$ cat src/include/rrs_pkg.sv
// package: clock-source codes, reset causes, delay constants for the reset release sequencer
package rrs_pkg;
    localparam int CLK_HZ = 10000000;
    localparam int CLK_PERIOD_NS = 100;
    // delays in their own units, figures as printed
    localparam int POWER_ON_DELAY_US = 5;
    localparam int POWER_UP_DELAY_MS = 64;
    localparam int PLL_LOCK_TIME_US = 100;
    localparam int FAST_RC_STARTUP_TIME_US = 1;
    localparam int LOW_POWER_RC_STARTUP_TIME_US = 1;
    localparam int FAIL_MONITOR_START_US = 1;
    localparam int OSC_STARTUP_PERIODS = 1024;
    localparam int OSC_CNT_W = 10;
    // cycle counts, least times rounded up, never below one
    localparam int POWER_ON_DELAY_CYC =
        (POWER_ON_DELAY_US * 1000 + CLK_PERIOD_NS - 1) / CLK_PERIOD_NS;
    localparam int POWER_UP_DELAY_CYC = (POWER_UP_DELAY_MS * (CLK_HZ / 1000));
    localparam int PLL_LOCK_CYC = (PLL_LOCK_TIME_US * 1000 + CLK_PERIOD_NS - 1) / CLK_PERIOD_NS;
    localparam int FAST_RC_CYC =
        (FAST_RC_STARTUP_TIME_US * 1000 + CLK_PERIOD_NS - 1) / CLK_PERIOD_NS;
    localparam int LOW_POWER_RC_CYC =
        (LOW_POWER_RC_STARTUP_TIME_US * 1000 + CLK_PERIOD_NS - 1) / CLK_PERIOD_NS;
    localparam int FAIL_MON_CYC =
        (FAIL_MONITOR_START_US * 1000 + CLK_PERIOD_NS - 1) / CLK_PERIOD_NS;
    localparam int CNT_W = 24;
    // clock source selection codes
    typedef enum logic [2:0] {
        RRS_SRC_FAST_RC = 3'h0,
        RRS_SRC_FAST_RC_PLL = 3'h1,
        RRS_SRC_PRI = 3'h2,
        RRS_SRC_PRI_PLL = 3'h3,
        RRS_SRC_SECONDARY = 3'h4,
        RRS_SRC_LOW_POWER_RC = 3'h5,
        RRS_SRC_LOW_POWER_FAST_RC_DIV = 3'h6,
        RRS_SRC_FAST_RC_DIV = 3'h7
    } rrs_src_t;
    // reset cause codes
    typedef enum logic [1:0] {
        RRS_CAUSE_POR = 2'h0,
        RRS_CAUSE_BROWN_OUT = 2'h1,
        RRS_CAUSE_OTHER = 2'h2
    } rrs_cause_t;
endpackage
$ cat src/core/rrs_down_counter.sv
// one-shot down counter: loads on start, done level held high once it reaches zero
`timescale 1ns/1ps
module rrs_down_counter
    import rrs_pkg::*;
#(
    parameter int W = 24
) (
    // clock and reset
    input wire logic sys_clk_in,
    input wire logic rst_n_in,
    // control
    input wire logic start_in,
    input wire logic [W-1:0] load_in,
    input wire logic tick_in,
    // status
    output logic done_out
);
    logic [W-1:0] cnt_reg;
    logic [W-1:0] cnt_next;
    logic run_reg;
    logic run_next;
    logic done_reg;
    logic done_next;

    always_comb begin
        cnt_next = cnt_reg;
        run_next = run_reg;
        done_next = done_reg;
        if (start_in) begin
            cnt_next = load_in;
            run_next = (load_in != '0);
            done_next = (load_in == '0);
        end else if (run_reg && tick_in) begin
            if (cnt_reg <= W'(1)) begin
                cnt_next = '0;
                run_next = 1'b0;
                done_next = 1'b1;
            end else begin
                cnt_next = cnt_reg - W'(1);
            end
        end
    end

    always_ff @(posedge sys_clk_in) begin
        if (!rst_n_in) begin
            cnt_reg <= '0;
            run_reg <= 1'b0;
            done_reg <= 1'b0;
        end else begin
            cnt_reg <= cnt_next;
            run_reg <= run_next;
            done_reg <= done_next;
        end
    end

    assign done_out = done_reg;
endmodule

$ cat src/core/rrs_sequencer.sv
// reset release sequencer: holds system reset and system clock after a device reset
// Summary of operation
// - power-on: hold system reset for power-on delay plus power-up delay
// - power-up delay is 64 ms when timer enabled, else zero
// - crystal and secondary sources: 24-bit counter waits 1024 oscillator periods
// - oscillator and RC counts run alongside the reset hold, PLL lock starts after them
// - execution starts only when reset released and clock delays complete
// - PLL sources wait for PLL lock after oscillator start-up
// - RC sources wait RC start-up, plus PLL lock for fast RC with PLL
// - clock fail monitor starts after reset release and its own delay
// - two-speed start-up runs from fast RC with its start-up delay
`timescale 1ns/1ps
module rrs_sequencer
    import rrs_pkg::*;
#(
    parameter int POWER_UP_CYC = POWER_UP_DELAY_CYC,
    parameter int OSC_PERIODS = OSC_STARTUP_PERIODS
) (
    // clock and reset
    input wire logic sys_clk_in,
    input wire logic rst_n_in,
    // reset event and configuration
    input wire logic reset_event_in,
    input wire logic [1:0] reset_cause_in,
    input wire logic [2:0] clk_src_in,
    input wire logic power_up_timer_en_in,
    input wire logic two_speed_en_in,
    // oscillator clock from the pin, sampled as a level
    input wire logic osc_clk_in,
    // outputs
    output logic system_reset_out,
    output logic system_clock_en_out,
    output logic run_code_out,
    output logic clock_fail_monitor_en_out
);
    typedef enum logic [1:0] {
        RRS_ST_IDLE = 2'b00,
        RRS_ST_HOLD = 2'b01,
        RRS_ST_RUN  = 2'b10
    } rrs_state_t;

    rrs_state_t state_reg;
    rrs_state_t state_next;
    logic start_reg;
    logic start_next;
    logic osc_s1_reg;
    logic osc_s2_reg;
    logic osc_s3_reg;
    logic osc_tick;
    logic cause_por;
    logic cause_brown_out;
    logic use_osc;
    logic use_pll;
    logic use_fast_rc;
    logic use_low_power_rc;
    logic [CNT_W-1:0] rst_load;
    logic [CNT_W-1:0] rc_load;
    logic [CNT_W-1:0] pll_load;
    logic [CNT_W-1:0] osc_load;
    logic [CNT_W-1:0] fm_load;
    logic rst_done;
    logic rc_done;
    logic osc_done;
    logic pll_done;
    logic fm_done;
    logic pll_start_reg;
    logic pll_start_next;
    logic pll_go_reg;
    logic pll_go_next;
    logic fm_start_reg;
    logic fm_start_next;
    logic fm_armed_reg;
    logic fm_armed_next;
    logic src_ready;
    logic [CNT_W-1:0] zero;

    assign zero = '0;

    // oscillator pin through two flops, third flop only for edge detection
    always_ff @(posedge sys_clk_in) begin
        if (!rst_n_in) begin
            osc_s1_reg <= 1'b0;
            osc_s2_reg <= 1'b0;
            osc_s3_reg <= 1'b0;
        end else begin
            osc_s1_reg <= osc_clk_in;
            osc_s2_reg <= osc_s1_reg;
            osc_s3_reg <= osc_s2_reg;
        end
    end
    assign osc_tick = osc_s2_reg && !osc_s3_reg;

    // source decode; two-speed start forces fast RC
    always_comb begin
        cause_por = (reset_cause_in == RRS_CAUSE_POR);
        cause_brown_out = (reset_cause_in == RRS_CAUSE_BROWN_OUT);
        use_osc = 1'b0;
        use_pll = 1'b0;
        use_fast_rc = 1'b0;
        use_low_power_rc = 1'b0;
        if (two_speed_en_in) begin
            use_fast_rc = 1'b1;
        end else begin
            case (rrs_src_t'(clk_src_in))
                RRS_SRC_FAST_RC, RRS_SRC_FAST_RC_DIV, RRS_SRC_LOW_POWER_FAST_RC_DIV: begin
                    use_fast_rc = 1'b1;
                end
                RRS_SRC_FAST_RC_PLL: begin
                    use_fast_rc = 1'b1;
                    use_pll = 1'b1;
                end
                RRS_SRC_LOW_POWER_RC: use_low_power_rc = 1'b1;
                RRS_SRC_SECONDARY: use_osc = 1'b1;
                // primary source counted as a crystal; an external clock still gets
                // the oscillator count, a conservative trade for lack of a mode input
                RRS_SRC_PRI: use_osc = 1'b1;
                RRS_SRC_PRI_PLL: begin
                    use_osc = 1'b1;
                    use_pll = 1'b1;
                end
                default: use_fast_rc = 1'b1;
            endcase
        end
        if (!(cause_por || cause_brown_out)) begin
            use_osc = 1'b0;
            use_pll = 1'b0;
            use_fast_rc = 1'b0;
            use_low_power_rc = 1'b0;
        end
    end

    // reset hold load
    always_comb begin
        rst_load = '0;
        if (cause_por) begin
            rst_load = CNT_W'(POWER_ON_DELAY_CYC);
        end
        if ((cause_por || cause_brown_out) && power_up_timer_en_in) begin
            rst_load = rst_load + CNT_W'(POWER_UP_CYC);
        end
        rc_load = use_fast_rc ? CNT_W'(FAST_RC_CYC)
                  : (use_low_power_rc ? CNT_W'(LOW_POWER_RC_CYC) : '0);
        osc_load = use_osc ? CNT_W'(OSC_PERIODS) : '0;
        pll_load = use_pll ? CNT_W'(PLL_LOCK_CYC) : '0;
        fm_load = CNT_W'(FAIL_MON_CYC);
    end

    // RC and oscillator delays start with the reset hold; pll lock starts later
    rrs_down_counter #(.W(CNT_W)) u_rst_cnt (
        .sys_clk_in(sys_clk_in), .rst_n_in(rst_n_in), .start_in(start_reg),
        .load_in(rst_load), .tick_in(1'b1), .done_out(rst_done));
    rrs_down_counter #(.W(CNT_W)) u_rc_cnt (
        .sys_clk_in(sys_clk_in), .rst_n_in(rst_n_in), .start_in(start_reg),
        .load_in(rc_load), .tick_in(1'b1), .done_out(rc_done));
    rrs_down_counter #(.W(CNT_W)) u_osc_cnt (
        .sys_clk_in(sys_clk_in), .rst_n_in(rst_n_in), .start_in(start_reg),
        .load_in(osc_load), .tick_in(osc_tick), .done_out(osc_done));
    // pll lock counted after its reference oscillator is up
    rrs_down_counter #(.W(CNT_W)) u_pll_cnt (
        .sys_clk_in(sys_clk_in), .rst_n_in(rst_n_in), .start_in(pll_start_reg),
        .load_in(pll_load), .tick_in(1'b1), .done_out(pll_done));
    rrs_down_counter #(.W(CNT_W)) u_fm_cnt (
        .sys_clk_in(sys_clk_in), .rst_n_in(rst_n_in), .start_in(fm_start_reg),
        .load_in(fm_load), .tick_in(1'b1), .done_out(fm_done));

    assign src_ready = rc_done && osc_done && pll_go_reg && pll_done;

    always_comb begin
        state_next = state_reg;
        start_next = 1'b0;
        pll_start_next = 1'b0;
        pll_go_next = pll_go_reg;
        fm_start_next = 1'b0;
        fm_armed_next = fm_armed_reg;
        case (state_reg)
            RRS_ST_IDLE: begin
                if (reset_event_in) begin
                    start_next = 1'b1;
                    pll_go_next = 1'b0;
                    fm_armed_next = 1'b0;
                    state_next = RRS_ST_HOLD;
                end
            end
            RRS_ST_HOLD: begin
                if (!start_reg && !pll_go_reg && rc_done && osc_done) begin
                    pll_start_next = 1'b1;
                    pll_go_next = 1'b1;
                end
                if (!start_reg && rst_done && !fm_armed_reg) begin
                    fm_start_next = 1'b1;
                    fm_armed_next = 1'b1;
                end
                if (!start_reg && !pll_start_reg && rst_done && src_ready) begin
                    state_next = RRS_ST_RUN;
                end
            end
            RRS_ST_RUN: begin
                if (reset_event_in) begin
                    start_next = 1'b1;
                    pll_go_next = 1'b0;
                    fm_armed_next = 1'b0;
                    state_next = RRS_ST_HOLD;
                end
            end
            default: state_next = RRS_ST_IDLE;
        endcase
    end

    always_ff @(posedge sys_clk_in) begin
        if (!rst_n_in) begin
            state_reg <= RRS_ST_IDLE;
            start_reg <= 1'b0;
            pll_start_reg <= 1'b0;
            pll_go_reg <= 1'b0;
            fm_start_reg <= 1'b0;
            fm_armed_reg <= 1'b0;
        end else begin
            state_reg <= state_next;
            start_reg <= start_next;
            pll_start_reg <= pll_start_next;
            pll_go_reg <= pll_go_next;
            fm_start_reg <= fm_start_next;
            fm_armed_reg <= fm_armed_next;
        end
    end

    // reset held until the hold counter finishes
    assign system_reset_out = (state_reg != RRS_ST_HOLD) ? (state_reg == RRS_ST_IDLE)
                              : (start_reg || !rst_done);
    assign system_clock_en_out = (state_reg == RRS_ST_RUN);
    assign run_code_out = (state_reg == RRS_ST_RUN);
    assign clock_fail_monitor_en_out = fm_armed_reg && !fm_start_reg && fm_done;

    AST_RUN_NEEDS_ALL: assert property (@(posedge sys_clk_in) disable iff (!rst_n_in)
        $rose(run_code_out) |-> rst_done && rc_done && osc_done && pll_done)
        else $error("code run before delays finished");
    AST_FM_AFTER_RESET: assert property (@(posedge sys_clk_in) disable iff (!rst_n_in)
        clock_fail_monitor_en_out |-> !system_reset_out)
        else $error("fail monitor active during system reset");
    AST_NO_RUN_IN_RESET: assert property (@(posedge sys_clk_in) disable iff (!rst_n_in)
        run_code_out |-> !system_reset_out)
        else $error("running while reset held");
    // taken from idle or run, so every other-cause event outside hold is watched while the cause stays other for six cycles
    AST_OTHER_FAST: assert property (@(posedge sys_clk_in) disable iff (!rst_n_in)
        (state_reg != RRS_ST_HOLD && reset_event_in && reset_cause_in == RRS_CAUSE_OTHER)
        ##1 (reset_cause_in == RRS_CAUSE_OTHER)[*6] |-> run_code_out)
        else $error("other reset added delay");
    AST_POR_HOLD: assert property (@(posedge sys_clk_in) disable iff (!rst_n_in)
        (state_reg != RRS_ST_HOLD && reset_event_in && reset_cause_in == RRS_CAUSE_POR)
        |=> system_reset_out[*8])
        else $error("power-on reset released too early");
    AST_PLL_AFTER_OSC: assert property (@(posedge sys_clk_in) disable iff (!rst_n_in)
        pll_start_reg |-> rc_done && osc_done)
        else $error("pll wait started before oscillator ready");
    AST_BROWN_OUT_NO_TIMER: assert property (@(posedge sys_clk_in) disable iff (!rst_n_in)
        (state_reg != RRS_ST_HOLD && reset_event_in && reset_cause_in == RRS_CAUSE_BROWN_OUT
         && !power_up_timer_en_in) ##1 (reset_cause_in == RRS_CAUSE_BROWN_OUT)[*3] |->
        !system_reset_out)
        else $error("brown-out hold without timer");
    // done flags still hold the last run's value at the start pulse, so look one edge later
    AST_HOLD_TOGETHER: assert property (@(posedge sys_clk_in) disable iff (!rst_n_in)
        start_reg |=> (rst_done == ($past(rst_load) == zero))
            && (rc_done == ($past(rc_load) == zero))
            && (osc_done == ($past(osc_load) == zero)))
        else $error("source delay not started with hold");

    COV_POR: cover property (@(posedge sys_clk_in) disable iff (!rst_n_in)
        $rose(run_code_out) && reset_cause_in == RRS_CAUSE_POR);
    COV_BROWN_OUT: cover property (@(posedge sys_clk_in) disable iff (!rst_n_in)
        $rose(run_code_out) && reset_cause_in == RRS_CAUSE_BROWN_OUT);
    COV_PLL: cover property (@(posedge sys_clk_in) disable iff (!rst_n_in) pll_start_reg);
    COV_FM: cover property (@(posedge sys_clk_in) disable iff (!rst_n_in)
        $rose(clock_fail_monitor_en_out));
endmodule

$ cat config.mk
export PLATFORM = sky130hd
export DESIGN_NAME = rrs_sequencer
export DESIGN_NICKNAME = d
export VERILOG_FILES = /design/src/include/rrs_pkg.sv /design/src/core/rrs_down_counter.sv /design/src/core/rrs_sequencer.sv
export SDC_FILE = /design/constraint.sdc
export NUM_CORES = 1
export LEC_CHECK = 0
export BUFFER_PORTS_ARGS = -buffer_cell sky130_fd_sc_hd__buf_4
export CORE_MARGIN = 1.5
export CORE_UTILIZATION = 64
export CTS_CLUSTER_DIAMETER = 150
export DETAILED_ROUTE_END_ITERATION = 12
export PLACE_DENSITY = 0.82
export SLEW_MARGIN = 10
export SYNTH_ARGS = -nofsm -noshare
export SYNTH_HDL_FRONTEND = slang
export SYNTH_HIERARCHICAL = 1
export SYNTH_SLANG_ARGS = --single-unit
export TNS_END_PERCENT = 5
$ cat constraint.sdc
create_clock -name sys_clk_in -period 2.7 [get_ports sys_clk_in]
set_input_delay 0.135 -clock sys_clk_in [delete_from_list [all_inputs] [get_ports sys_clk_in]]
set_output_delay 0.135 -clock sys_clk_in [all_outputs]
set_load 0.02 [all_outputs]
==> impl_metrics.yaml, run 1 <==
outcome:
  status: "completed"
layout:
  antenna_cells: 0
  nets: 1334
  nFillCells: 1021
  syn2layout_area_growth_pct: 18.6
  final_util_pct: 78.1
  drive_above_1_share_pct: 12.1
route:
  first_iter_violations: 829
  detail-route-antenna-nets: 0
  vias_per_cell: 5.56
  wirelength_um: 20500
  via_count: 8340
  avgRoutedWirePerCell_um: 13.7
  dr.pass1.iters: 6
  drc: 0
cts:
  htreeDepth: 4
  cts_setup_buffers: 0
  clkSinkCount: 140
  cts_tree: "built"
  clkTransAtPathRegs_ns: 0.06
  clock_path_buffers: 2
  cts_made_buffers: 17
  worstSkewPairLatency_ns: 0.42
  cts_root_buf: "clkbuf_16"
placement:
  place_ws_ns: 0.363
  place_hpwl_um: 14300
  place.gp.congestion: 0.917
  port_buffers: 14
floorplanning:
  fp.coreArea_um2: 13300
  die_y_um: 120
  start_util_pct: 65.9
  num_rows: 42
  fp.dieW_um: 120
  dieArea_um2: 14500
  pin_count: 15
grt:
  antenna_found_initial: 0
  grt_pass1_vias: 7892
  overflow: 0
  gr-usage-all-layers_pct: 29.6
  grt_pass1_wl_um: 35300
  grt_max_degree: 36
timing:
  finalCriticalPeriod_ns: 2.36
  skew_ns: 0.00653
  setup_tns_ns: 0
  rsz0062_at_grt: "no"
  setup_viol: 0
  period_share_pct: 87.3
  final-hold-violation-count: 0
  fmax_mhz: 424
  slew_violations: 0
  relSlewSlack_pct: 52.4
  worst_slew_pin_slew_ns: 0.713
  worst_slack_ns: 0.342
synth:
  synth.largest_area_cell: "dfxtp_1"
  ys_warn_count: 6
  synth-edff-count: 0
  ys.flop_type: "dfxtp_1"
  synth_top_area_share_pct: 31.9
  syn_area_per_cell_um2: 8.20
  synthCells: 1072
  synth-seq-cells: 140
  synth_cell_types: 63
  synth_area_leaders: "dfxtp_1 32%, nand2_1 5.5%, o21ai_2 5.0%"
  syn_area_um2: 8790
  synth_most_common_cell: "dfxtp_1"
  ys_seq_area_share_pct: 31.9
  synth-async-reset-ratio_pct: 0
  synth_common_cells: "140 x dfxtp_1, 128 x nand2_1, 83 x o21ai_0"
setup_path:
  worst-setup-path-type: "reg2reg"
  cp.required_ns: 2.98
  start_kind: "flop"
  crit_path_end_kind: "flop"
  arrival_ns: 2.64
  worst-path-max-fanout: 13
power_and_ir_drop:
  leakage_nw: 4.34
  powerDensity_nw_per_um2: 580
  irDropWorstVdd_v: 0.000532
worst_hold_path:
  hp-class: "in2reg"
flow_run:
  cap_viol_max_count: 0
## timing repair
action / 4_1_cts / 5_1_grt
hold endpoints to repair: 1 / 0
gates resized for setup: 0 / 0
hold buffers: 1 / 0
## kinds of logic after synthesis
family	share of synthesized area, %
AOI/OAI and AO/OA	22.2
xor gates and xnor gates	7.97
adders and majority gates	1.42
buffers and inverters	4.30
DFF	31.9
muxes	0.114
other	0.0854
and+or+nand+nor	32.0
## stage by stage
stage | hold WS [ns] | cell area [µm²] | instances | total power (W)
6_report | 0.0752 | 10400 | 1499 | 0.00605
3_3_place_gp | 0.348 | 9870 | 1469 | 0.00379
3_5_place_dp | 0.352 | 9870 | 1469 | 0.00382
2_1_floorplan | 0.257 | 9640 | 1297 | 0.00356
4_1_cts | 0.0614 | 10400 | 1499 | 0.00606
5_1_grt | 0.0815 | 10400 | 1499 | 0.00635
## power breakdown
group          internal (W)  leakage, nW  switching (W)
logic              0.000592         2.92       0.000861
registers           0.00220         1.14       0.000178
clock network       0.00138        0.277       0.000837
## final cells by class
type / instances / area (µm²) / area share (%)
clock buffers: 20 / 457 / 4.38
flip-flops and latches: 140 / 2800 / 26.9
inverters: 37 / 139 / 1.33
well taps: 176 / 220 / 2.11
repair buffers: 33 / 250 / 2.40
clock inverters: 9 / 97.6 / 0.936
multi-input cells: 1084 / 6460 / 62.0
## path summary, 6_finish.rpt
check / cells after the start / startpoint / to / slack (ns)
worst max-delay path: 5 / u_rc_cnt/cnt_reg[15]$_SDFFE_PN0P_ / u_rc_cnt/cnt_reg[5]$_SDFFE_PN0P_ / 0.34
worst min register to register: 1 / osc_s1_reg$_SDFF_PN0_ / osc_s2_reg$_SDFF_PN0_ / 0.45
worst max register to register: 5 / u_rc_cnt/cnt_reg[15]$_SDFFE_PN0P_ / u_rc_cnt/cnt_reg[5]$_SDFFE_PN0P_ / 0.34
worst min-delay path: 3 / reset_event_in / start_reg$_SDFF_PN0_ / 0.08
## cell usage in the layout, fill, tap and decap left out, drive strengths merged, types with 22 or more instances in the layout
cell type	count
and3	22
or3	23
xor2	33
xnor2	47
inv	35
nand3	39
conb	227
nor4	60
buf	32
nor2	63
dfxtp	140
o21ai	138
nor3	32
nand2	128
a21oi	50
## routing by layer
| metal | up-vias | track usage (%) | share of wire, % |
|---|---|---|---|
| met3 | 30 | 5.05 | 4.2 |
| met4 | 0 | 11.1 | 1.7 |
| met1 | 3863 | 37.5 | 46 |
| li1 | 4223 | - | - |
| met5 | - | 0 | 0 |
| met2 | 224 | 50.5 | 48 |
## worst max-delay path, cell delays in order, from the launching register on
cell,delay (ns)
dfxtp_1,0.36
nor4_2,0.42
nand3_1,0.21
or4_4,0.60
o21ai_4,0.47
o21ai_0,0.17
No activity file was read; power rests on OpenSTA's default activity.
==> run 2, diff against run 1 <==
Settings changed: PLACE_DENSITY 0.82 to 0.92.
==> impl_metrics.yaml, run 2 (synthesis gave the netlist of run 1 again) <==
outcome:
  status: "completed"
cts:
  cts_tree: "built"
  clock_path_buffers: 2
  clkSinkCount: 140
  clkTransAtPathRegs_ns: 0.06
  cts_resized: 0
  htreeDepth: 4
  cts_made_buffers: 17
  worstSkewPairLatency_ns: 0.43
  cts_root_buf: "clkbuf_16"
floorplanning:
  pin_count: 15
  num_rows: 42
  fp.dieW_um: 120
  die_y_um: 120
  dieArea_um2: 14500
  fp.coreArea_um2: 13300
  start_util_pct: 65.9
route:
  drc: 0
  wl_met3_um: 1190
  highest_layer: "met4"
  detail-route-antenna-nets: 0
  first_iter_violations: 718
  vias_per_cell: 5.70
  avgRoutedWirePerCell_um: 14.3
  via_count: 8578
  routed-wl-met2_um: 10700
  wirelength_um: 21600
  dr.pass1.iters: 7
  met1_length_um: 9160
layout:
  antenna_cells: 0
  regArea_um2: 2800
  nets: 1337
  drive_above_1_share_pct: 12.5
  final_cell_mix: "227 x conb_1, 139 x dfxtp_1, 128 x nand2_1"
  syn2layout_area_growth_pct: 19.8
  layout_commonest_cell: "conb_1"
  nFillCells: 913
  multi_input_comb_area_um2: 6460
timing:
  relSlewSlack_pct: 58.6
  rsz0062_at_grt: "no"
  slew_violations: 0
  skew_ns: 0.00687
  finalCriticalPeriod_ns: 2.37
  final-hold-violation-count: 0
  setup_viol: 0
  fmax_mhz: 423
  setup_tns_ns: 0
  worst_slew_pin_slew_ns: 0.614
  period_share_pct: 87.6
power_and_ir_drop:
  powerDensity_nw_per_um2: 599
  irDropWorstVdd_v: 0.000589
  leakage_nw: 4.38
  total_power_w: 0.00630
grt:
  grt_max_degree: 27
  overflow: 0
  antenna_found_initial: 0
  grt_pass1_wl_um: 36600
  gr-usage-all-layers_pct: 30.7
  grt_pass1_vias: 8097
setup_path:
  cp.required_ns: 2.98
  crit_chain: "nor4_2, nand3_1, or4_4, o21ai_4, o21ai_0"
  start_kind: "flop"
  worst-path-max-fanout: 13
  crit_path_end_kind: "flop"
  cp.buffers_inverters: 0
  worst-setup-path-type: "reg2reg"
  cp_top_family: "simple AND/OR/NAND/NOR gates"
  arrival_ns: 2.65
  slowest_stage: "or4_4"
  max_stage_delay_ns: 0.62
  reg2reg_slack_ns: 0.33
flow_run:
  cap_viol_max_count: 0
placement:
  port_buffers: 14
  place.gp.congestion: 0.893
  place_hpwl_um: 14800
worst_hold_path:
  hp-class: "in2reg"
[run 2: cell types whose count changed in the layout (fill, tap and decap cells not counted), sizes merged]
cell,previous run,this run
buf,32,35
clkbuf,20,23
clkinv,8,5
bufinv,2,3
clkinvlp,1,2
inv,35,36
[run 2: worst paths after layout]
kind / cells past startpoint / end / start
setup / recovery: 5 / u_rc_cnt/cnt_reg[4]$_SDFFE_PN0P_ / u_rc_cnt/cnt_reg[15]$_SDFFE_PN0P_
hold / removal: 4 / u_osc_cnt/cnt_reg[10]$_SDFFE_PN0P_ / two_speed_en_in
setup reg to reg: 5 / u_rc_cnt/cnt_reg[4]$_SDFFE_PN0P_ / u_rc_cnt/cnt_reg[15]$_SDFFE_PN0P_
hold reg to reg: 1 / osc_s2_reg$_SDFF_PN0_ / osc_s1_reg$_SDFF_PN0_
[run 2: routing by layer]
metal / vias to the layer above / global-route usage, %
li1: 4236 / -
met1: 3966 / 37.0
met2: 314 / 54.5
met3: 62 / 6.13
met4: 0 / 11.1
met5: - / 0
[run 2: layout make-up]
cell class	instances	area share, %
clock inverter	9	1.26
tap	176	2.09
sequential	140	26.6
inverter	37	1.32
clock buffer	23	4.73
multi-input combinational	1084	61.4
timing repair buffer	36	2.59
[run 2: power by group]
group          total [W]  switching (W)  internal [W]
logic            0.00145       0.000856      0.000597
registers        0.00239       0.000183       0.00220
clock network    0.00246       0.000885       0.00158
[run 2: what timing repair did]
item                      CTS  global route
hold endpoints to repair    1             0
setup buffers               0             0
hold buffers                1             0
[run 2: stage by stage]
step	util [%]	std cells	instance area [µm²]	setup slack, ns	hold WS [ns]
after floorplan	-	1297	9640	0.673	0.257
after global placement	74.1	1472	9890	0.473	0.347
after detailed placement	74.1	1472	9890	0.367	0.348
after CTS	78.9	1505	10500	0.347	0.0299
after global routing	78.9	1505	10500	0.185	0.0380
final	78.9	1505	10500	0.334	0.0347
[run 2: worst register-to-register path: cells and delay by family, from the launching register on]
kind / cells / cell delay (ns)
AO/OA/AOI/OAI: 2 / 0.64
AND/OR/NAND/NOR: 3 / 1.23
flip-flops: 1 / 0.36
